### src/fcs_defs.svh
// Constants for the flash command sequencer host: timing, keys, register map
`ifndef FCS_DEFS_SVH
`define FCS_DEFS_SVH

`define FCS_CLK_NS      8
`define FCS_WE_LOW_NS   50
`define FCS_ACC_NS      90
`define FCS_CNT_W       4
`define FCS_WE_LOAD     4'(((`FCS_WE_LOW_NS + `FCS_CLK_NS - 1) / `FCS_CLK_NS) - 1)
`define FCS_RD_LOAD     4'(((`FCS_ACC_NS + `FCS_CLK_NS - 1) / `FCS_CLK_NS) + 1)

`define FCS_UNLOCK_A1   16'h5555
`define FCS_UNLOCK_A2   16'h2aaa
`define FCS_KEY1        16'h00aa
`define FCS_KEY2        16'h0055
`define FCS_CODE_SETUP  16'h0080
`define FCS_CODE_PROG   16'h00a0
`define FCS_CODE_CHIP   16'h0010
`define FCS_CODE_MAIN   16'h0030
`define FCS_CODE_LOCK   16'h0040
`define FCS_CODE_ID     16'h0090
`define FCS_CODE_EXIT   16'h00f0
`define FCS_TOGGLE_BIT  6

`define FCS_OFF_CTRL    12'h000
`define FCS_OFF_ADDR    12'h004
`define FCS_OFF_WDATA   12'h008
`define FCS_OFF_STAT    12'h00c
`define FCS_OFF_RDATA   12'h010
`define FCS_OFF_POLLS   12'h014
`define FCS_CMD_MSB     2
`define FCS_STAT_BUSY   0
`define FCS_STAT_DONE   1
`define FCS_STAT_REJ    2

`define FCS_PINS_IDLE   {16'h0000, 16'h0000, 1'b0, 1'b1, 1'b1, 1'b1}

`endif

### src/fcs_pkg.sv
// Types shared by the flash command sequencer host
`default_nettype none
package fcs_pkg;

  typedef enum logic [2:0] {
    fcs_cmd_read, fcs_cmd_prog, fcs_cmd_chip_erase, fcs_cmd_main_erase,
    fcs_cmd_lock, fcs_cmd_id_entry, fcs_cmd_id_exit3, fcs_cmd_id_exit1
  } fcs_cmd_type;

  typedef enum logic [2:0] {
    fcs_cy_idle, fcs_cy_setup, fcs_cy_strobe, fcs_cy_hold, fcs_cy_read
  } fcs_cyc_type;

  typedef enum logic [2:0] {
    fcs_st_idle, fcs_st_issue, fcs_st_wait, fcs_st_poll, fcs_st_pwait
  } fcs_st_type;

  typedef struct packed {
    logic        wr;
    logic [15:0] addr;
    logic [15:0] data;
  } fcs_req_type;

  typedef struct packed {
    logic [15:0] addr;
    logic [15:0] dq_out;
    logic        dq_oe;
    logic        ce_n;
    logic        oe_n;
    logic        we_n;
  } fcs_pins_type;

endpackage
`default_nettype wire

### src/fcs_bus_cycle.sv
// One read or write cycle on the flash pins
`timescale 1ns/1ps
`default_nettype none
`include "fcs_defs.svh"
module fcs_bus_cycle (
  input  wire logic                  pclk,
  input  wire logic                  presetn,
  input  wire logic                  clk_en,
  input  wire logic                  req_valid,
  input  wire fcs_pkg::fcs_req_type  req,
  output logic                       req_ready,
  output logic                       done_q,
  output logic [15:0]                rdata_q,
  output fcs_pkg::fcs_pins_type      pins_q,
  input  wire logic [15:0]           dq_in
);
  import fcs_pkg::*;

  fcs_cyc_type            st_q;
  logic [`FCS_CNT_W-1:0]  cnt_q;
  logic [15:0]            dq_s1_q;
  logic [15:0]            dq_s2_q;
  logic                   take;
  logic                   cnt_zero;

  assign req_ready = (st_q == fcs_cy_idle);
  assign take      = req_valid && req_ready;
  assign cnt_zero  = (cnt_q == '0);

  // Data pins come from the device's timing, not ours
  always_ff @(posedge pclk or negedge presetn) begin
    if (!presetn) begin
      dq_s1_q <= 16'h0000;
      dq_s2_q <= 16'h0000;
    end else if (clk_en) begin
      dq_s1_q <= dq_in;
      dq_s2_q <= dq_s1_q;
    end
  end

  always_ff @(posedge pclk or negedge presetn) begin
    if (!presetn) begin
      st_q    <= fcs_cy_idle;
      cnt_q   <= '0;
      done_q  <= 1'b0;
      rdata_q <= 16'h0000;
      pins_q  <= `FCS_PINS_IDLE;
    end else if (clk_en) begin
      done_q <= 1'b0;
      unique case (st_q)
        fcs_cy_idle: begin
          if (take) begin
            pins_q.addr   <= req.addr;
            pins_q.dq_out <= req.data;
            pins_q.ce_n   <= 1'b0;
            // Gate stays high through a write so no cycle is inhibited
            pins_q.oe_n   <= req.wr;
            pins_q.dq_oe  <= req.wr;
            cnt_q         <= `FCS_RD_LOAD;
            st_q          <= req.wr ? fcs_cy_setup : fcs_cy_read;
          end
        end
        fcs_cy_setup: begin
          // Strobe falls after select, so address is settled at that edge
          pins_q.we_n <= 1'b0;
          cnt_q       <= `FCS_WE_LOAD;
          st_q        <= fcs_cy_strobe;
        end
        fcs_cy_strobe: begin
          // Pulse far wider than the noise filter
          if (cnt_zero) begin
            pins_q.we_n <= 1'b1;
            st_q        <= fcs_cy_hold;
          end else begin
            cnt_q <= cnt_q - 1'b1;
          end
        end
        fcs_cy_hold: begin
          pins_q.ce_n  <= 1'b1;
          pins_q.dq_oe <= 1'b0;
          done_q       <= 1'b1;
          st_q         <= fcs_cy_idle;
        end
        fcs_cy_read: begin
          // Wait covers access time plus the two sync stages
          if (cnt_zero) begin
            rdata_q     <= dq_s2_q;
            pins_q.ce_n <= 1'b1;
            pins_q.oe_n <= 1'b1;
            done_q      <= 1'b1;
            st_q        <= fcs_cy_idle;
          end else begin
            cnt_q <= cnt_q - 1'b1;
          end
        end
        default: st_q <= fcs_cy_idle;
      endcase
    end
  end
endmodule // fcs_bus_cycle
`default_nettype wire

### src/fcs_host_ctrl.sv
// APB-controlled host that issues command sequences to the flash pins
`timescale 1ns/1ps
`default_nettype none
`include "fcs_defs.svh"
module fcs_host_ctrl (
  input  wire logic         pclk,
  input  wire logic         presetn,
  input  wire logic         clk_en,
  input  wire logic         psel,
  input  wire logic         penable,
  input  wire logic         pwrite,
  input  wire logic [11:0]  paddr,
  input  wire logic [31:0]  pwdata,
  output logic [31:0]       prdata,
  output logic              pready,
  output logic              pslverr,
  output logic [15:0]       word_address_lines,
  output logic [15:0]       word_data_lines_o,
  output logic              word_data_lines_oe,
  input  wire logic [15:0]  word_data_lines_i,
  output logic              chip_sel_n,
  output logic              out_gate_n,
  output logic              wr_strobe_n
);
  import fcs_pkg::*;

  // Command length in bus writes or reads
  function automatic logic [2:0] fcs_len(input fcs_cmd_type c);
    unique case (c)
      fcs_cmd_read, fcs_cmd_id_exit1:       fcs_len = 3'd1;
      fcs_cmd_prog:                         fcs_len = 3'd4;
      fcs_cmd_id_entry, fcs_cmd_id_exit3:   fcs_len = 3'd3;
      default:                              fcs_len = 3'd6;
    endcase
  endfunction

  // Self-timed commands finish by toggle polling
  function automatic logic fcs_timed(input fcs_cmd_type c);
    fcs_timed = (c == fcs_cmd_prog) || (c == fcs_cmd_chip_erase) ||
                (c == fcs_cmd_main_erase) || (c == fcs_cmd_lock);
  endfunction

  // Bus cycle for step s of command c; upper byte of keys is zero
  function automatic fcs_req_type fcs_step(input fcs_cmd_type c, input logic [2:0] s,
                                           input logic [15:0] a, input logic [15:0] d);
    fcs_req_type r;
    r = '{wr: 1'b1, addr: `FCS_UNLOCK_A1, data: `FCS_KEY1};
    if (s == 3'd1 || s == 3'd4) begin
      r.addr = `FCS_UNLOCK_A2;
      r.data = `FCS_KEY2;
    end else if (s == 3'd2) begin
      r.data = (c == fcs_cmd_prog)     ? `FCS_CODE_PROG :
               (c == fcs_cmd_id_entry) ? `FCS_CODE_ID :
               (c == fcs_cmd_id_exit3) ? `FCS_CODE_EXIT : `FCS_CODE_SETUP;
    end else if (s == 3'd5) begin
      r.data = (c == fcs_cmd_chip_erase) ? `FCS_CODE_CHIP :
               (c == fcs_cmd_main_erase) ? `FCS_CODE_MAIN : `FCS_CODE_LOCK;
    end
    if (c == fcs_cmd_read)
      r = '{wr: 1'b0, addr: a, data: 16'h0000};
    if (c == fcs_cmd_id_exit1)
      r = '{wr: 1'b1, addr: a, data: `FCS_CODE_EXIT};
    if (c == fcs_cmd_prog && s == 3'd3)
      r = '{wr: 1'b1, addr: a, data: d};
    return r;
  endfunction

  fcs_st_type    st_q;
  fcs_cmd_type   cmd_q;
  logic [2:0]    step_q;
  logic [15:0]   addr_q;
  logic [15:0]   data_q;
  logic [15:0]   rdata_q;
  logic [31:0]   polls_q;
  logic          prev6_q;
  logic          have_prev_q;
  logic          done_q;
  logic          rej_q;

  fcs_req_type   cyc_req;
  fcs_req_type   step_req;
  fcs_pins_type  pins;
  logic          cyc_valid;
  logic          cyc_ready;
  logic          cyc_done;
  logic [15:0]   cyc_rdata;

  // APB decode
  logic wr_en, hit_ctrl, hit_addr, hit_wdata, hit_stat, hit_rdata, hit_polls, mapped;
  logic busy, go, reject, last, taken, stop, finish;
  logic [31:0] stat_word;

  assign hit_ctrl  = (paddr == `FCS_OFF_CTRL);
  assign hit_addr  = (paddr == `FCS_OFF_ADDR);
  assign hit_wdata = (paddr == `FCS_OFF_WDATA);
  assign hit_stat  = (paddr == `FCS_OFF_STAT);
  assign hit_rdata = (paddr == `FCS_OFF_RDATA);
  assign hit_polls = (paddr == `FCS_OFF_POLLS);
  assign mapped    = hit_ctrl | hit_addr | hit_wdata | hit_stat | hit_rdata | hit_polls;

  // Frozen clock means no write can land, so the slave holds off the access
  assign pready  = clk_en;
  assign pslverr = psel && penable && !mapped;
  assign wr_en   = psel && penable && pwrite && clk_en && mapped;

  assign busy   = (st_q != fcs_st_idle);
  assign go     = wr_en && hit_ctrl && !busy;
  // Operands may not move under a running sequence
  assign reject = wr_en && busy && (hit_ctrl || hit_addr || hit_wdata);

  assign stat_word = {29'h0, rej_q, done_q, busy};

  assign prdata = hit_ctrl  ? {29'h0, cmd_q} :
                  hit_addr  ? {16'h0000, addr_q} :
                  hit_wdata ? {16'h0000, data_q} :
                  hit_stat  ? stat_word :
                  hit_rdata ? {16'h0000, rdata_q} :
                  hit_polls ? polls_q : 32'h0000_0000;

  // Sequencing
  assign step_req  = fcs_step(cmd_q, step_q, addr_q, data_q);
  assign cyc_valid = (st_q == fcs_st_issue) || (st_q == fcs_st_poll);
  assign cyc_req   = (st_q == fcs_st_poll) ?
                     fcs_req_type'{wr: 1'b0, addr: addr_q, data: 16'h0000} : step_req;
  assign taken  = cyc_valid && cyc_ready;
  assign last   = (step_q == 3'(fcs_len(cmd_q) - 3'd1));
  // Two reads in a row with the same bit 6 mean the operation has ended
  assign stop   = have_prev_q && (cyc_rdata[`FCS_TOGGLE_BIT] == prev6_q);
  assign finish = cyc_done && (((st_q == fcs_st_wait) && last && !fcs_timed(cmd_q)) ||
                               ((st_q == fcs_st_pwait) && stop));

  fcs_bus_cycle u_cycle (
    .pclk      (pclk),
    .presetn   (presetn),
    .clk_en    (clk_en),
    .req_valid (cyc_valid),
    .req       (cyc_req),
    .req_ready (cyc_ready),
    .done_q    (cyc_done),
    .rdata_q   (cyc_rdata),
    .pins_q    (pins),
    .dq_in     (word_data_lines_i)
  );

  assign word_address_lines = pins.addr;
  assign word_data_lines_o  = pins.dq_out;
  assign word_data_lines_oe = pins.dq_oe;
  assign chip_sel_n         = pins.ce_n;
  assign out_gate_n         = pins.oe_n;
  assign wr_strobe_n        = pins.we_n;

  always_ff @(posedge pclk or negedge presetn) begin
    if (!presetn) begin
      addr_q <= 16'h0000;
      data_q <= 16'h0000;
    end else if (wr_en && !busy) begin
      if (hit_addr)
        addr_q <= pwdata[15:0];
      if (hit_wdata)
        data_q <= pwdata[15:0];
    end
  end

  // Sticky flags: a new event wins over a clear in the same cycle
  always_ff @(posedge pclk or negedge presetn) begin
    if (!presetn) begin
      done_q <= 1'b0;
      rej_q  <= 1'b0;
    end else if (clk_en) begin
      done_q <= finish | (done_q & ~(wr_en && hit_stat && pwdata[`FCS_STAT_DONE]));
      rej_q  <= reject | (rej_q & ~(wr_en && hit_stat && pwdata[`FCS_STAT_REJ]));
    end
  end

  always_ff @(posedge pclk or negedge presetn) begin
    if (!presetn) begin
      st_q        <= fcs_st_idle;
      cmd_q       <= fcs_cmd_read;
      step_q      <= 3'd0;
      rdata_q     <= 16'h0000;
      polls_q     <= 32'h0000_0000;
      prev6_q     <= 1'b0;
      have_prev_q <= 1'b0;
    end else if (clk_en) begin
      unique case (st_q)
        fcs_st_idle: begin
          if (go) begin
            cmd_q   <= fcs_cmd_type'(pwdata[`FCS_CMD_MSB:0]);
            step_q  <= 3'd0;
            polls_q <= 32'h0000_0000;
            st_q    <= fcs_st_issue;
          end
        end
        fcs_st_issue: begin
          if (taken)
            st_q <= fcs_st_wait;
        end
        fcs_st_wait: begin
          // A whole unlock pattern is always sent, never broken midway
          if (cyc_done) begin
            if (!last) begin
              step_q <= step_q + 3'd1;
              st_q   <= fcs_st_issue;
            end else if (fcs_timed(cmd_q)) begin
              have_prev_q <= 1'b0;
              st_q        <= fcs_st_poll;
            end else begin
              if (cmd_q == fcs_cmd_read)
                rdata_q <= cyc_rdata;
              st_q <= fcs_st_idle;
            end
          end
        end
        fcs_st_poll: begin
          if (taken)
            st_q <= fcs_st_pwait;
        end
        fcs_st_pwait: begin
          // Erase needs no exit command; polling alone ends it
          if (cyc_done) begin
            polls_q     <= polls_q + 32'd1;
            rdata_q     <= cyc_rdata;
            prev6_q     <= cyc_rdata[`FCS_TOGGLE_BIT];
            have_prev_q <= 1'b1;
            st_q        <= stop ? fcs_st_idle : fcs_st_poll;
          end
        end
        default: st_q <= fcs_st_idle;
      endcase
    end
  end
endmodule // fcs_host_ctrl
`default_nettype wire

### config.mk
export PLATFORM = sky130hd
export DESIGN_NAME = fcs_host_ctrl
export DESIGN_NICKNAME = d
export VERILOG_FILES = /design/src/fcs_pkg.sv /design/src/fcs_bus_cycle.sv /design/src/fcs_host_ctrl.sv
export VERILOG_INCLUDE_DIRS = /design/src /design/src/src
export SDC_FILE = /design/constraint.sdc
export NUM_CORES = 1
export LEC_CHECK = 0
export BUFFER_PORTS_ARGS = -buffer_cell sky130_fd_sc_hd__buf_2
export CAP_MARGIN = 10
export CORE_MARGIN = 10
export CORE_UTILIZATION = 40
export DETAILED_ROUTE_END_ITERATION = 8
export GPL_ROUTABILITY_DRIVEN = 0
export PLACE_DENSITY = 0.67
export SETUP_SLACK_MARGIN = 0.05
export SYNTH_ARGS = -nofsm -noshare
export SYNTH_HDL_FRONTEND = slang
export SYNTH_SLANG_ARGS = --single-unit
### constraint.sdc
create_clock -name pclk -period 3.2 [get_ports pclk]
set_clock_uncertainty 0.1 [all_clocks]
set_input_delay 0.16 -clock pclk [delete_from_list [all_inputs] [get_ports pclk]]
set_output_delay 0.16 -clock pclk [all_outputs]
set_load 0.01 [all_outputs]
Yosys cells after proc, flatten, opt, wreduce, memory -nomap -nowiden
Index checks and enable logic that the tools add are counted.
Word-level totals
  bits of input ports: 66
  output and inout port bits: 70
  register bits after elaboration: 185
  word-level logic and storage cells: 208
Cells by class
  add/sub/neg operators: 4
  reductions and logical operators: 65
  bitwise logic cells: 11
  multiplexer cells: 64
  eq/ne operators: 41
Operator list (count)
  2-to-1 mux 32 bit: 8
  2-to-1 mux 33 bit: 4
  2-to-1 mux 16 bit: 6
  one-hot mux 32 bit (2 select lines): 1
  2-to-1 mux 3 bit: 13
  2-to-1 mux 7 bit: 5
  adder 32 x 1 -> 32 bit (second input constant): 1
  one-hot mux 16 bit (2 select lines): 1
  equality test 12 x 4 -> 1 bit (second input constant): 2
  equality test 12 x 5 -> 1 bit (second input constant): 2
  equality test 3 x 2 -> 1 bit (second input constant): 8
  equality test 3 bit (second input constant): 8
  logical AND 1 bit: 20
  AND reduction 4 bit: 5
  AND reduction 3 bit: 6
  2-to-1 mux 8 bit: 2
  inequality test 2 bit (second input constant): 8
  2-to-1 mux 15 bit: 1
  one-hot mux 3 bit (5 select lines): 1
  equality test 12 x 3 -> 1 bit (second input constant): 1
  equality test 3 x 1 -> 1 bit (second input constant): 4
  zero test 12 bit: 1
  inequality test 2 x 1 -> 1 bit (second input constant): 6
  one-hot mux 3 bit (4 select lines): 1
  other kinds (27): 70

Depth between registers and ports, before layout
Gate-level depths: netlist (run 1).
  word-level depth: 13
  mapped depth: 12

Modules after synthesis
Synthesis (run 1) repeated with hierarchy kept, for this count alone.
Second synthesis, totals
  cell total of the unflattened synthesis: 859
  area, all modules: 9394.0 µm²
By module, submodules not included
  fcs_host_ctrl: times used 1, area an instance 5677.9 µm², cells an instance 612
  fcs_bus_cycle: times used 1, area an instance 3716.1 µm², cells an instance 247

Worst setup path after synthesis (run 1)
No wires, ideal clock.
  kind: flip-flop to flip-flop
  start: reg cmd_q[2]
  end: reg rdata_q[10]
  data required time: 2.975 ns
  setup time: 0.125 ns
  slack: 0.160 ns
  stages on the path, launching flop included: 13
  arrival: 2.815 ns
  path through: dfrtp_1 clkbuf_1 or3_1 clkbuf_1 and2_1 clkbuf_1 ha_1 xor2_1 a211o_1 a21boi_2 a31oi_2 buf_2 mux2_2
On the way
  cells in the longest elaborated chain, start to end: 7
  elaborated cells on any way between the ends: 20
  those cells by class: add/sub (1); eq/ne (11); mux (1); reduce/logical (7)
Ends and longest elaborated chain
  from (decl): line fcs_host_ctrl.sv:69  | fcs_cmd_type cmd_q;
  from (signal assigned): line fcs_host_ctrl.sv:178  | cmd_q <= fcs_cmd_read;
  from (signal assigned): line fcs_host_ctrl.sv:188  | cmd_q <= fcs_cmd_type'(pwdata[`FCS_CMD_MSB:0]);
  equality test 3 bit / zero test 3 bit (equally long branches): line fcs_host_ctrl.sv:29, fcs_host_ctrl.sv:208
  OR reduction 2 bit: line fcs_host_ctrl.sv:29  | unique case (c)
  one-hot mux 3 bit (3 select lines): line fcs_host_ctrl.sv:29
  subtractor 3 x 1 -> 3 bit: line fcs_host_ctrl.sv:126  | assign last = (step_q == 3'(fcs_len(cmd_q) - 3'd1));
  equality test 3 bit: line fcs_host_ctrl.sv:126
  inequality test 2 bit (no line)
  AND reduction 7 bit (no line) *
  to (signal assigned): line fcs_host_ctrl.sv:209  | rdata_q <= cyc_rdata;
  to (signal assigned): line fcs_host_ctrl.sv:222  | rdata_q <= cyc_rdata;
  to (decl): line fcs_host_ctrl.sv:73  | logic [15:0] rdata_q;
Every way passes the cells marked *; elsewhere a longest branch is shown, timed or not.
A chain may end at the register's enable or synchronous reset.

Final worst setup path (run 1)
  start: reg cmd_q[1]
  end: reg rdata_q[9]
The elaborated chain is that of the path after synthesis.

==> results_dict.tcl, run 1 <==
set metrics [dict create \
    rsz0062_at_grt "no" \
    crit_fanout 16 \
    clkLatencyLatePin_ns 0.44 \
    cts_made_buffers 17 \
    worst_slew_margin_rel 0.543 \
    die-area_sq_um 29400 \
    vias 7332 \
    syn_area_per_cell_sq_um 10.6 \
    power_density_nw_per_um2 626 \
    synth_top_area_frac 0.497 \
    synth.area.mux_share 0.149 \
    synth_edf_count 0 \
    area_growth_pct 21.0 \
    status "complete, no violations" \
    design.core.area_sq_um 22600 \
    final_core_util 0.491 \
    worstPathRequired_ns 3.42 \
    layout.nets 1085 \
    crit_type "reg2reg" \
    yosys_warnings 0 \
    syn_area_sq_um 9170 \
    yosys.area_share.xor_xnor 0.00478 \
    wl_mm 23.9 \
    ir_worst_vdd_uv 315 \
    drt_first_pass_iters 5 \
    async_flop_share 1.00 \
    grt.met2_usage 0.253 \
    synth.top_cells.by_count "dfrtp_1 (182), mux2_2 (92), nand2_1 (68)" \
    synth_nets 943 \
    combinationalPowerShare 0.251 \
    leakage_nw 5.12 \
    hold_class "in2reg" \
    grt_pass1_vias 7015 \
    synth-simple-area-share 0.150 \
    seq_area_frac_synth 0.505 \
    critPathCaptureType "flip-flop" \
    grt_max_degree 85 \
    worst_pin_slew_ns 0.686 \
    drive_above_1_share 0.286 \
    globalRouteMet3Util 0.0406 \
    clock_sinks 185 \
    dieHeight_um 171 \
    p_sw_frac 0.333 \
    h-tree-depth 4 \
    antenna_found_initial 3 \
    min_period_over_period 0.918 \
    tritoncts "built" \
    synthCells 868 \
    synth_area_leader_cell "dfrtp_1" \
    ioPinCount 136 \
    drv_cap 0 \
    ys_ff_latch 185 \
    startpoint_type "flip-flop" \
    die_x_um 171 \
    finalCriticalPeriod_ns 2.94 \
    hold_viol 0 \
    grt.overflow.total 0 \
    final_antenna_net_count 0 \
    synth.area.top_cells "dfrtp_1 (50%), mux2_2 (11%), a21oi_1 (3.5%)" \
    synth_top_family_by_area "simple AND/OR/NAND/NOR gates" \
    synth_compound_area_frac 0.145 \
    p_int_mw 4.63 \
    drcViolationCount 0 \
    report.final.setup_viol 0 \
    critical_path_arrival_ns 3.15 \
    wl_per_cell_um 18.2 \
    grt_use_met1 0.215 \
    pwr-share-clk 0.322 \
    via_per_inst 5.59 \
    drv_slew 0 \
    seqPwrFrac 0.427 \
    ys_types 62 \
    rows 55 \
    p_sw_mw 2.31 \
    initial_utilization 0.406 \
    place_hpwl_mm 17.1 \
    grt_first_pass_wirelength_mm 38.1 \
    final.setup.tns_ns 0 \
    yosysMostFrequentCell "dfrtp_1" \
    cts-root-buf "clkbuf_16" \
    clockBufferDepth 2 \
    synthAdderAreaFrac 0.0123 \
    fillCellCount 2041 \
    grt_usage 0.163 \
    drtIter0Drc 706 \
    ys.flop_type "dfrtp_1" \
    clock.fmax_ghz 0.340 \
    grt_busiest_layer "met2" \
    clk_pin_slew_worst_paths_ns 0.07 \
    cts_resized 0 \
    port_buffers 119 \
]
-- area by class of cell --
cell class	count	area, sq um	share of cell area
Antenna cell	3	7.51	0.000677
Clock buffer	19	443	0.0399
Clock inverter	13	183	0.0165
Inverter	22	82.6	0.00744
Multi-Input combinational cell	607	4250	0.383
Sequential cell	185	4630	0.418
Tap cell	285	357	0.0321
Timing Repair Buffer	177	1140	0.103
-- cells by family (layout without fill, tap and decap cells) --
group / after synthesis / after routing
DFF: 185 / 185
adders and majority gates: 9 / 9
and+or+nand+nor: 258 / 258
muxes: 120 / 120
buffers and inverters: 76 / 231
xor gates and xnor gates: 5 / 5
other: 0 / 3
AOI/OAI and AO/OA: 215 / 215
-- per-stage QoR --
step,setup WS [ns],hold slack (ns),area (sq um),power [mW],instances
6_report,0.263,0.0559,11100,6.95,1311
5_1_grt,0.122,0.0545,11100,7.37,1311
4_1_cts,0.284,0.0182,11100,7.01,1307
3_5_place_dp,0.298,0.153,10100,4.73,1242
3_3_place_gp,0.339,0.153,10100,4.68,1242
2_1_floorplan,0.160,-0.236,9170,4.06,868
-- placed cells by master, fill, tap and decap left out, types with 3 or more instances in the layout --
cell type,n
nor2b_1,9
or3_1,21
diode_2,3
and3_1,6
a22oi_1,16
and2_1,20
a211oi_1,3
o22ai_1,18
a22o_1,11
inv_6,4
inv_1,22
bufinv_16,3
mux2_2,92
dfrtp_1,182
nand3_1,17
a211o_1,3
a21oi_1,64
nand3b_1,3
nand4_1,10
nor2_1,43
a21o_1,7
xnor2_1,3
mux2_4,10
nor3b_1,6
dfstp_2,3
clkbuf_16,17
o31ai_1,21
mux2i_1,18
nor4_1,6
dlygate4sd3_1,33
ha_1,9
nor3_1,16
o21ai_0,52
nand2b_1,5
buf_2,118
buf_4,23
or4_1,14
nand2_1,68
-- worst max-delay path, cell delays in order (launching register included) --
cell and delay, ns:
dfrtp_1 0.37, or3_1 0.47, and2_1 0.25, ha_1 0.22, xor2_1 0.18, a211o_1 0.31, a21boi_2 0.27, a31oi_2 0.13
buf_4 0.22, mux2_2 0.29
-- registers in the layout, indices dropped and copies added, names as in the netlist, 3 cells and up --
name and cells:
polls_q 32, step_q 3, rdata_q 16, addr_q 16, u_cycle.st_q 3, u_cycle.pins_q 36, u_cycle.dq_s2_q 16, data_q 16
u_cycle.dq_s1_q 16, u_cycle.rdata_q 16, st_q 3, cmd_q 3, u_cycle.cnt_q 4
-- final timing paths --
check | startpoint | end | slack, ns | cells past startpoint
setup / recovery | cmd_q[1] | rdata_q[9] | 0.26 | 9
hold / removal | paddr[3] | rej_q | 0.06 | 3
setup reg to reg | cmd_q[1] | rdata_q[9] | 0.26 | 9
hold reg to reg | u_cycle.pins_q[0] | u_cycle.pins_q[0] | 0.37 | 2
max in group asynchronous | presetn | u_cycle.pins_q[17] | 1.89 | 3
min in group asynchronous | presetn | u_cycle.cnt_q[0] | 0.22 | 2
-- power by group through the flow --
stage	logic (mW)	registers [mW]	clock network [mW]
5_1_grt	1.97	3.02	2.38
2_1_floorplan	1.12	2.94	0
3_3_place_gp	1.69	2.99	0
3_5_place_dp	1.72	3.00	0
6_report	1.75	2.96	2.24
4_1_cts	1.77	2.96	2.28
-- what timing repair did --
action,CTS,global route
setup buffers,0,0
endpoints found under the hold margin,132,0
hold buffers,33,0
-- routing by layer --
layer | vias up | wire length (um) | part of all wire
met2 | 226 | 11000 | 0.46
met5 | - | 0 | 0
met4 | 0 | 562 | 0.024
met3 | 32 | 1580 | 0.066
li1 | 3468 | - | -
met1 | 3606 | 10700 | 0.45
Note: power is estimated with default switching activity, not from simulation.
==> inputs of run 2 (changes only) <==
--- a/config.mk
+++ b/config.mk
@@ -9,11 +9,12 @@
 export BUFFER_PORTS_ARGS = -buffer_cell sky130_fd_sc_hd__buf_2
 export CAP_MARGIN = 10
 export CORE_MARGIN = 10
-export CORE_UTILIZATION = 40
+export CORE_UTILIZATION = 52
 export DETAILED_ROUTE_END_ITERATION = 8
 export GPL_ROUTABILITY_DRIVEN = 0
-export PLACE_DENSITY = 0.67
+export PLACE_DENSITY = 0.81
 export SETUP_SLACK_MARGIN = 0.05
 export SYNTH_ARGS = -nofsm -noshare
 export SYNTH_HDL_FRONTEND = slang
+export SYNTH_HIERARCHICAL = 1
 export SYNTH_SLANG_ARGS = --single-unit
==> results_dict.tcl, run 2 <==
set metrics [dict create \
    grt_usage 0.201 \
    holdWs_ns 0.0482 \
    crit_fanout 16 \
    post_cts_buffers 0 \
    dieHeight_um 154 \
    antenna_found_initial 1 \
    rsz0062_at_grt "no" \
    min_period_over_period 0.942 \
    ir_worst_vdd_uv 463 \
    async_flop_share 1.00 \
    place_area_sq_um 10200 \
    initial_utilization 0.527 \
    grt_max_degree 84 \
    clkLatencyLatePin_ns 0.45 \
    multi_input_area_sq_um 4450 \
    cts-root-buf "clkbuf_16" \
    via_per_inst 5.80 \
    pwr-share-clk 0.353 \
    final_antenna_net_count 0 \
    final_cell_area_sq_um 11200 \
    startpoint_type "flip-flop" \
    tritoncts "built" \
    pre_cts_ws_ns 0.159 \
    seq_area_frac_synth 0.493 \
    critPathCaptureType "flip-flop" \
    place_hpwl_mm 16.7 \
    port_buffers 119 \
    drtIter0Drc 643 \
    drive_above_1_share 0.322 \
    hold_class "in2reg" \
    report.final.setup_viol 0 \
    p_int_mw 4.25 \
    final_cell_mix "dfrtp_1 (182), buf_2 (118), mux2_2 (110)" \
    worst_pin_slew_ns 0.759 \
    fin_cells 1247 \
    area_growth_pct 18.8 \
    path_cells "or3_1 > nand2_1 > inv_1 > ha_1 > xor2_1 > a211o_1 > a21oi_1 > o21ai_4 > mux2_2" \
    drt_first_pass_iters 5 \
    status "complete, no violations" \
    synth_top_area_frac 0.485 \
    regArea_sq_um 4630 \
    cts_made_buffers 17 \
    synth_area_leader_cell "dfrtp_1" \
    crit_type "reg2reg" \
    p_sw_mw 1.86 \
    synth_nets 934 \
    wl_mm 24.0 \
    critical_path_arrival_ns 3.24 \
    final_common_cell "dfrtp_1" \
    combinationalPowerShare 0.191 \
    rows 49 \
    design.core.area_sq_um 17800 \
    die_x_um 154 \
    placed_cells 1181 \
    seqPwrFrac 0.455 \
    timing.final.ws_setup_ns 0.185 \
    yosys_warnings 6 \
    synth_edf_count 0 \
    synth.top_cells.by_count "dfrtp_1 (182), mux2_2 (110), nand2_1 (87)" \
    grt_first_pass_wirelength_mm 39.4 \
    drv_cap 0 \
    clock.fmax_ghz 0.332 \
    r2r_cells 9 \
    fillCellCount 1341 \
    grt_pass1_vias 7511 \
    final.setup.tns_ns 0 \
    power_density_nw_per_um2 547 \
    syn_area_sq_um 9390 \
    finalPower_mw 6.11 \
    final_core_util 0.626 \
    ioPinCount 136 \
    leakage_nw 5.35 \
    holdPathStages 2 \
    worstPathRequired_ns 3.43 \
    cpMaxStageDelayCell "o21ai_4" \
    top_register "u_cycle/pins_q" \
    p_sw_frac 0.304 \
    h-tree-depth 4 \
    top_regs "u_cycle/pins_q x36, polls_q x32" \
    vias 7231 \
    largest_reg_flops 36 \
    layout.nets 1079 \
    clk_pin_slew_worst_paths_ns 0.07 \
    hold_viol 0 \
    drcViolationCount 0 \
    ys.flop_type "dfrtp_1" \
    clock_sinks 185 \
    ys_types 70 \
    die-area_sq_um 23800 \
    yosysMostFrequentCell "dfrtp_1" \
    cp_slowest_stage_delay_ns 0.50 \
    synthCells 859 \
    worst_slew_margin_rel 0.490 \
    wl_per_cell_um 19.2 \
    clockBufferDepth 2 \
    synth.area.top_cells "dfrtp_1 (48%), mux2_2 (13%), nand2_1 (3.5%)" \
    syn_area_per_cell_sq_um 10.9 \
    drv_slew 0 \
    grt.overflow.total 0 \
    ys_ff_latch 185 \
    finalCriticalPeriod_ns 3.01 \
]
[run 2: cell count changes after synthesis, moves of 12 or more]
| cell | previous run | this run |
|---|---|---|
| or3_1 | 21 | 5 |
| nor2_1 | 43 | 56 |
| o31ai_1 | 21 | 1 |
| or4_1 | 14 | 1 |
| a21oi_1 | 65 | 51 |
| o22ai_1 | 18 | 3 |
| mux2i_1 | 18 | 6 |
| xor2_1 | 2 | 22 |
| nand2_1 | 68 | 87 |
| a22oi_1 | 16 | 4 |
| mux2_2 | 92 | 110 |
| clkbuf_1 | 43 | 23 |
[run 2: path summary, 6_finish.rpt]
check | slack, ns | endpoint | startpoint
worst max-delay path | 0.19 | rdata_q[5] | cmd_q[0]
worst min-delay path | 0.05 | rej_q | paddr[3]
worst max register to register | 0.19 | rdata_q[5] | cmd_q[0]
worst min register to register | 0.37 | have_prev_q | have_prev_q
max in group asynchronous | 1.87 | u_cycle/pins_q[9] | presetn
min in group asynchronous | 0.22 | polls_q[17] | presetn
[run 2: logic make-up (layout without fill, tap and decap cells)]
kind of cell,after synthesis,after routing,synth area share
mux,138,138,0.176
xor+xnor,32,32,0.0298
simple gates,287,287,0.166
fa+ha+maj,9,9,0.0120
other cells,0,1,0
flops,185,185,0.493
buf+inv,66,224,0.0338
compound gates,142,142,0.0892
[run 2: critical path, delay by kind of cell, from the launching register on]
| family | cells | cell delay [ns] |
|---|---|---|
| adder cells (fa/ha/maj) | 1 | 0.21 |
| AND/OR/NAND/NOR | 2 | 0.61 |
| flip-flops | 1 | 0.39 |
| multiplexers | 1 | 0.41 |
| XOR/XNOR | 1 | 0.25 |
| buffers and inverters | 1 | 0.08 |
| AO/OA/AOI/OAI | 3 | 0.82 |
[run 2: what timing repair did]
action,in CTS,in global routing
setup endpoints to repair,0,16
endpoints found under the hold margin,129,0
hold buffers,33,0
resized for setup,0,1
[run 2: layer usage]
layer / global-route usage / wire length, um / vias to the layer above
li1: - / - / 3338
met1: 0.253 / 9930 / 3538
met2: 0.330 / 11800 / 297
met3: 0.0496 / 1600 / 58
met4: 0.0720 / 655 / 0
met5: 0 / 0 / -
[run 2: layout make-up]
type / instances / area share
Sequential cell: 185 / 0.415
Antenna cell: 1 / 0.000224
Tap cell: 229 / 0.0257
Multi-Input combinational cell: 608 / 0.399
Timing Repair Buffer: 172 / 0.0981
Inverter: 20 / 0.00673
Clock buffer: 18 / 0.0393
Clock inverter: 14 / 0.0161
[run 2: power groups by stage]
stage	registers, mW	logic (mW)	clock network (mW)
global route	2.81	1.29	2.29
global placement	2.81	1.09	0
floorplan	2.78	0.789	0
finish	2.78	1.17	2.16
detailed placement	2.82	1.12	0
CTS	2.78	1.17	2.19
==> inputs of run 3 (changes only) <==
==> constraint.sdc (replaced) <==
create_clock -name pclk -period 2.6 [get_ports pclk]
set_clock_uncertainty 0.1 [all_clocks]
set_input_delay 0.13 -clock pclk [delete_from_list [all_inputs] [get_ports pclk]]
set_output_delay 0.13 -clock pclk [all_outputs]
set_load 0.01 [all_outputs]
==> results_dict.tcl, run 3 (synthesized netlist as in run 2, its figures left out) <==
set metrics [dict create \
    status "complete, no violations" \
    final_core_util 0.635 \
    finalCriticalPeriod_ns 2.56 \
    die-area_sq_um 23800 \
    final_common_cell "dfrtp_1" \
    antenna_found_initial 1 \
    crit_fanout 16 \
    wl_per_cell_um 18.7 \
    final_antenna_net_count 0 \
    r2r_cells 10 \
    cts-root-buf "clkbuf_16" \
    holdPathStages 3 \
    vias 7307 \
    final_cell_mix "dfrtp_1 (182), buf_2 (118), mux2_2 (110)" \
    clock.fmax_ghz 0.391 \
    drv_slew 0 \
    wl_mm 23.7 \
    area_growth_pct 20.6 \
    initial_utilization 0.527 \
    p_sw_mw 2.24 \
    reg2reg_slack_ns 0.04 \
    hold_viol 0 \
    port_buffers 119 \
    clk_pin_slew_worst_paths_ns 0.07 \
    h-tree-depth 4 \
    clockBufferDepth 2 \
    drcViolationCount 0 \
    grt_usage 0.198 \
    hold_class "in2reg" \
    drt_first_pass_iters 6 \
    pwr-share-clk 0.337 \
    drtIter0Drc 556 \
    top_register "u_cycle/pins_q" \
    fin_cells 1264 \
    ioPinCount 136 \
    seqPwrFrac 0.454 \
    critPathCaptureType "flip-flop" \
    grt_max_degree 84 \
    report.final.setup_viol 0 \
    placed_cells 1197 \
    clock_sinks 185 \
    tritoncts "built" \
    ir_worst_vdd_uv 502 \
    cts_made_buffers 17 \
    combinationalPowerShare 0.209 \
    die_x_um 154 \
    min_from "paddr[2]" \
    layout.nets 1097 \
    rows 49 \
    clkLatencyLatePin_ns 0.43 \
    critical_path_arrival_ns 2.78 \
    r2r_start "cmd_q[1]" \
    top_regs "u_cycle/pins_q x36, polls_q x32" \
    p_sw_frac 0.304 \
    via_per_inst 5.78 \
    startpoint_type "flip-flop" \
    leakage_nw 5.43 \
    dieHeight_um 154 \
    worstPathRequired_ns 2.82 \
    reg2reg_to "rdata_q[8]" \
    hold_end "rej_q" \
    drive_above_1_share 0.344 \
    grt_first_pass_wirelength_mm 38.9 \
    min_period_over_period 0.985 \
    grt.overflow.total 0 \
    worst_pin_slew_ns 0.785 \
    place_hpwl_mm 16.8 \
    grt_pass1_vias 7560 \
    p_int_mw 5.14 \
    design.core.area_sq_um 17800 \
    worst_slew_margin_rel 0.477 \
    power_density_nw_per_um2 652 \
    drv_cap 0 \
    diodes 0 \
    rsz0062_at_grt "yes" \
    crit_type "reg2reg" \
    largest_reg_flops 36 \
]
[run 3: power groups by stage]
stage | logic, mW | clock network, mW | registers [mW]
floorplan | 0.971 | 0 | 3.42
global placement | 1.44 | 0 | 3.39
detailed placement | 1.48 | 0 | 3.41
CTS | 1.54 | 2.53 | 3.35
global route | 1.70 | 2.66 | 3.39
finish | 1.54 | 2.49 | 3.35
[run 3: worst max path at each step]
| stage | from | end | slack (ns) | cells past startpoint |
|---|---|---|---|---|
| 2_1_floorplan | cmd_q[0] | rdata_q[10] | 0.06 | 10 |
| 3_3_place_gp | cmd_q[1] | rdata_q[9] | 0.09 | 10 |
| 3_5_place_dp | cmd_q[1] | rdata_q[2] | 0.03 | 10 |
| 4_1_cts | cmd_q[1] | rdata_q[2] | 0.05 | 10 |
| 5_1_grt | cmd_q[0] | rdata_q[0] | -0.05 | 11 |
| 6_report | cmd_q[1] | rdata_q[8] | 0.04 | 10 |
[run 3: routing by layer]
| metal | GRT usage | wire, um |
|---|---|---|
| met1 | 0.246 | 9680 |
| met2 | 0.328 | 11700 |
| met3 | 0.0521 | 1730 |
| met4 | 0.0657 | 613 |
| met5 | 0 | 11 |
[run 3: area by class of cell]
class / count / area, sq um
Fill cell: 1310 / 6510
Multi-Input combinational cell: 608 / 4500
Sequential cell: 185 / 4630
Tap cell: 229 / 287
Timing Repair Buffer: 190 / 1260
Clock buffer: 18 / 439
Clock inverter: 14 / 140
Inverter: 20 / 75.1
[run 3: worst max-delay path, cell delays in order (launching register included)]
cell and delay, ns:
dfrtp_1 0.42, or3_4 0.40, nand2_4 0.07, inv_1 0.06, ha_2 0.19, xor2_2 0.15, a211o_1 0.33, a21oi_2 0.17
o21ai_2 0.09, buf_12 0.17, mux2_2 0.27
[run 3: what timing repair did]
item,4_1_cts,5_1_grt
pin swaps,1,2
hold buffers,34,0
buffers inserted,1,0
resized for setup,3,12
hold endpoints to repair,131,0
endpoints found under the setup margin,18,51
[run 3: metrics by stage]
stage	setup TNS [ns]	hold slack [ns]	instance area [sq um]	worst slack (ns)	total power, mW
6_report	0	0.0610	11300	0.0402	7.39
5_1_grt	-0.688	0.0873	11300	-0.0507	7.75
3_3_place_gp	0	0.131	10300	0.0863	4.83
4_1_cts	0	0.0450	11300	0.0514	7.41
2_1_floorplan	0	-0.266	9400	0.0565	4.39
3_5_place_dp	0	0.136	10300	0.0309	4.88
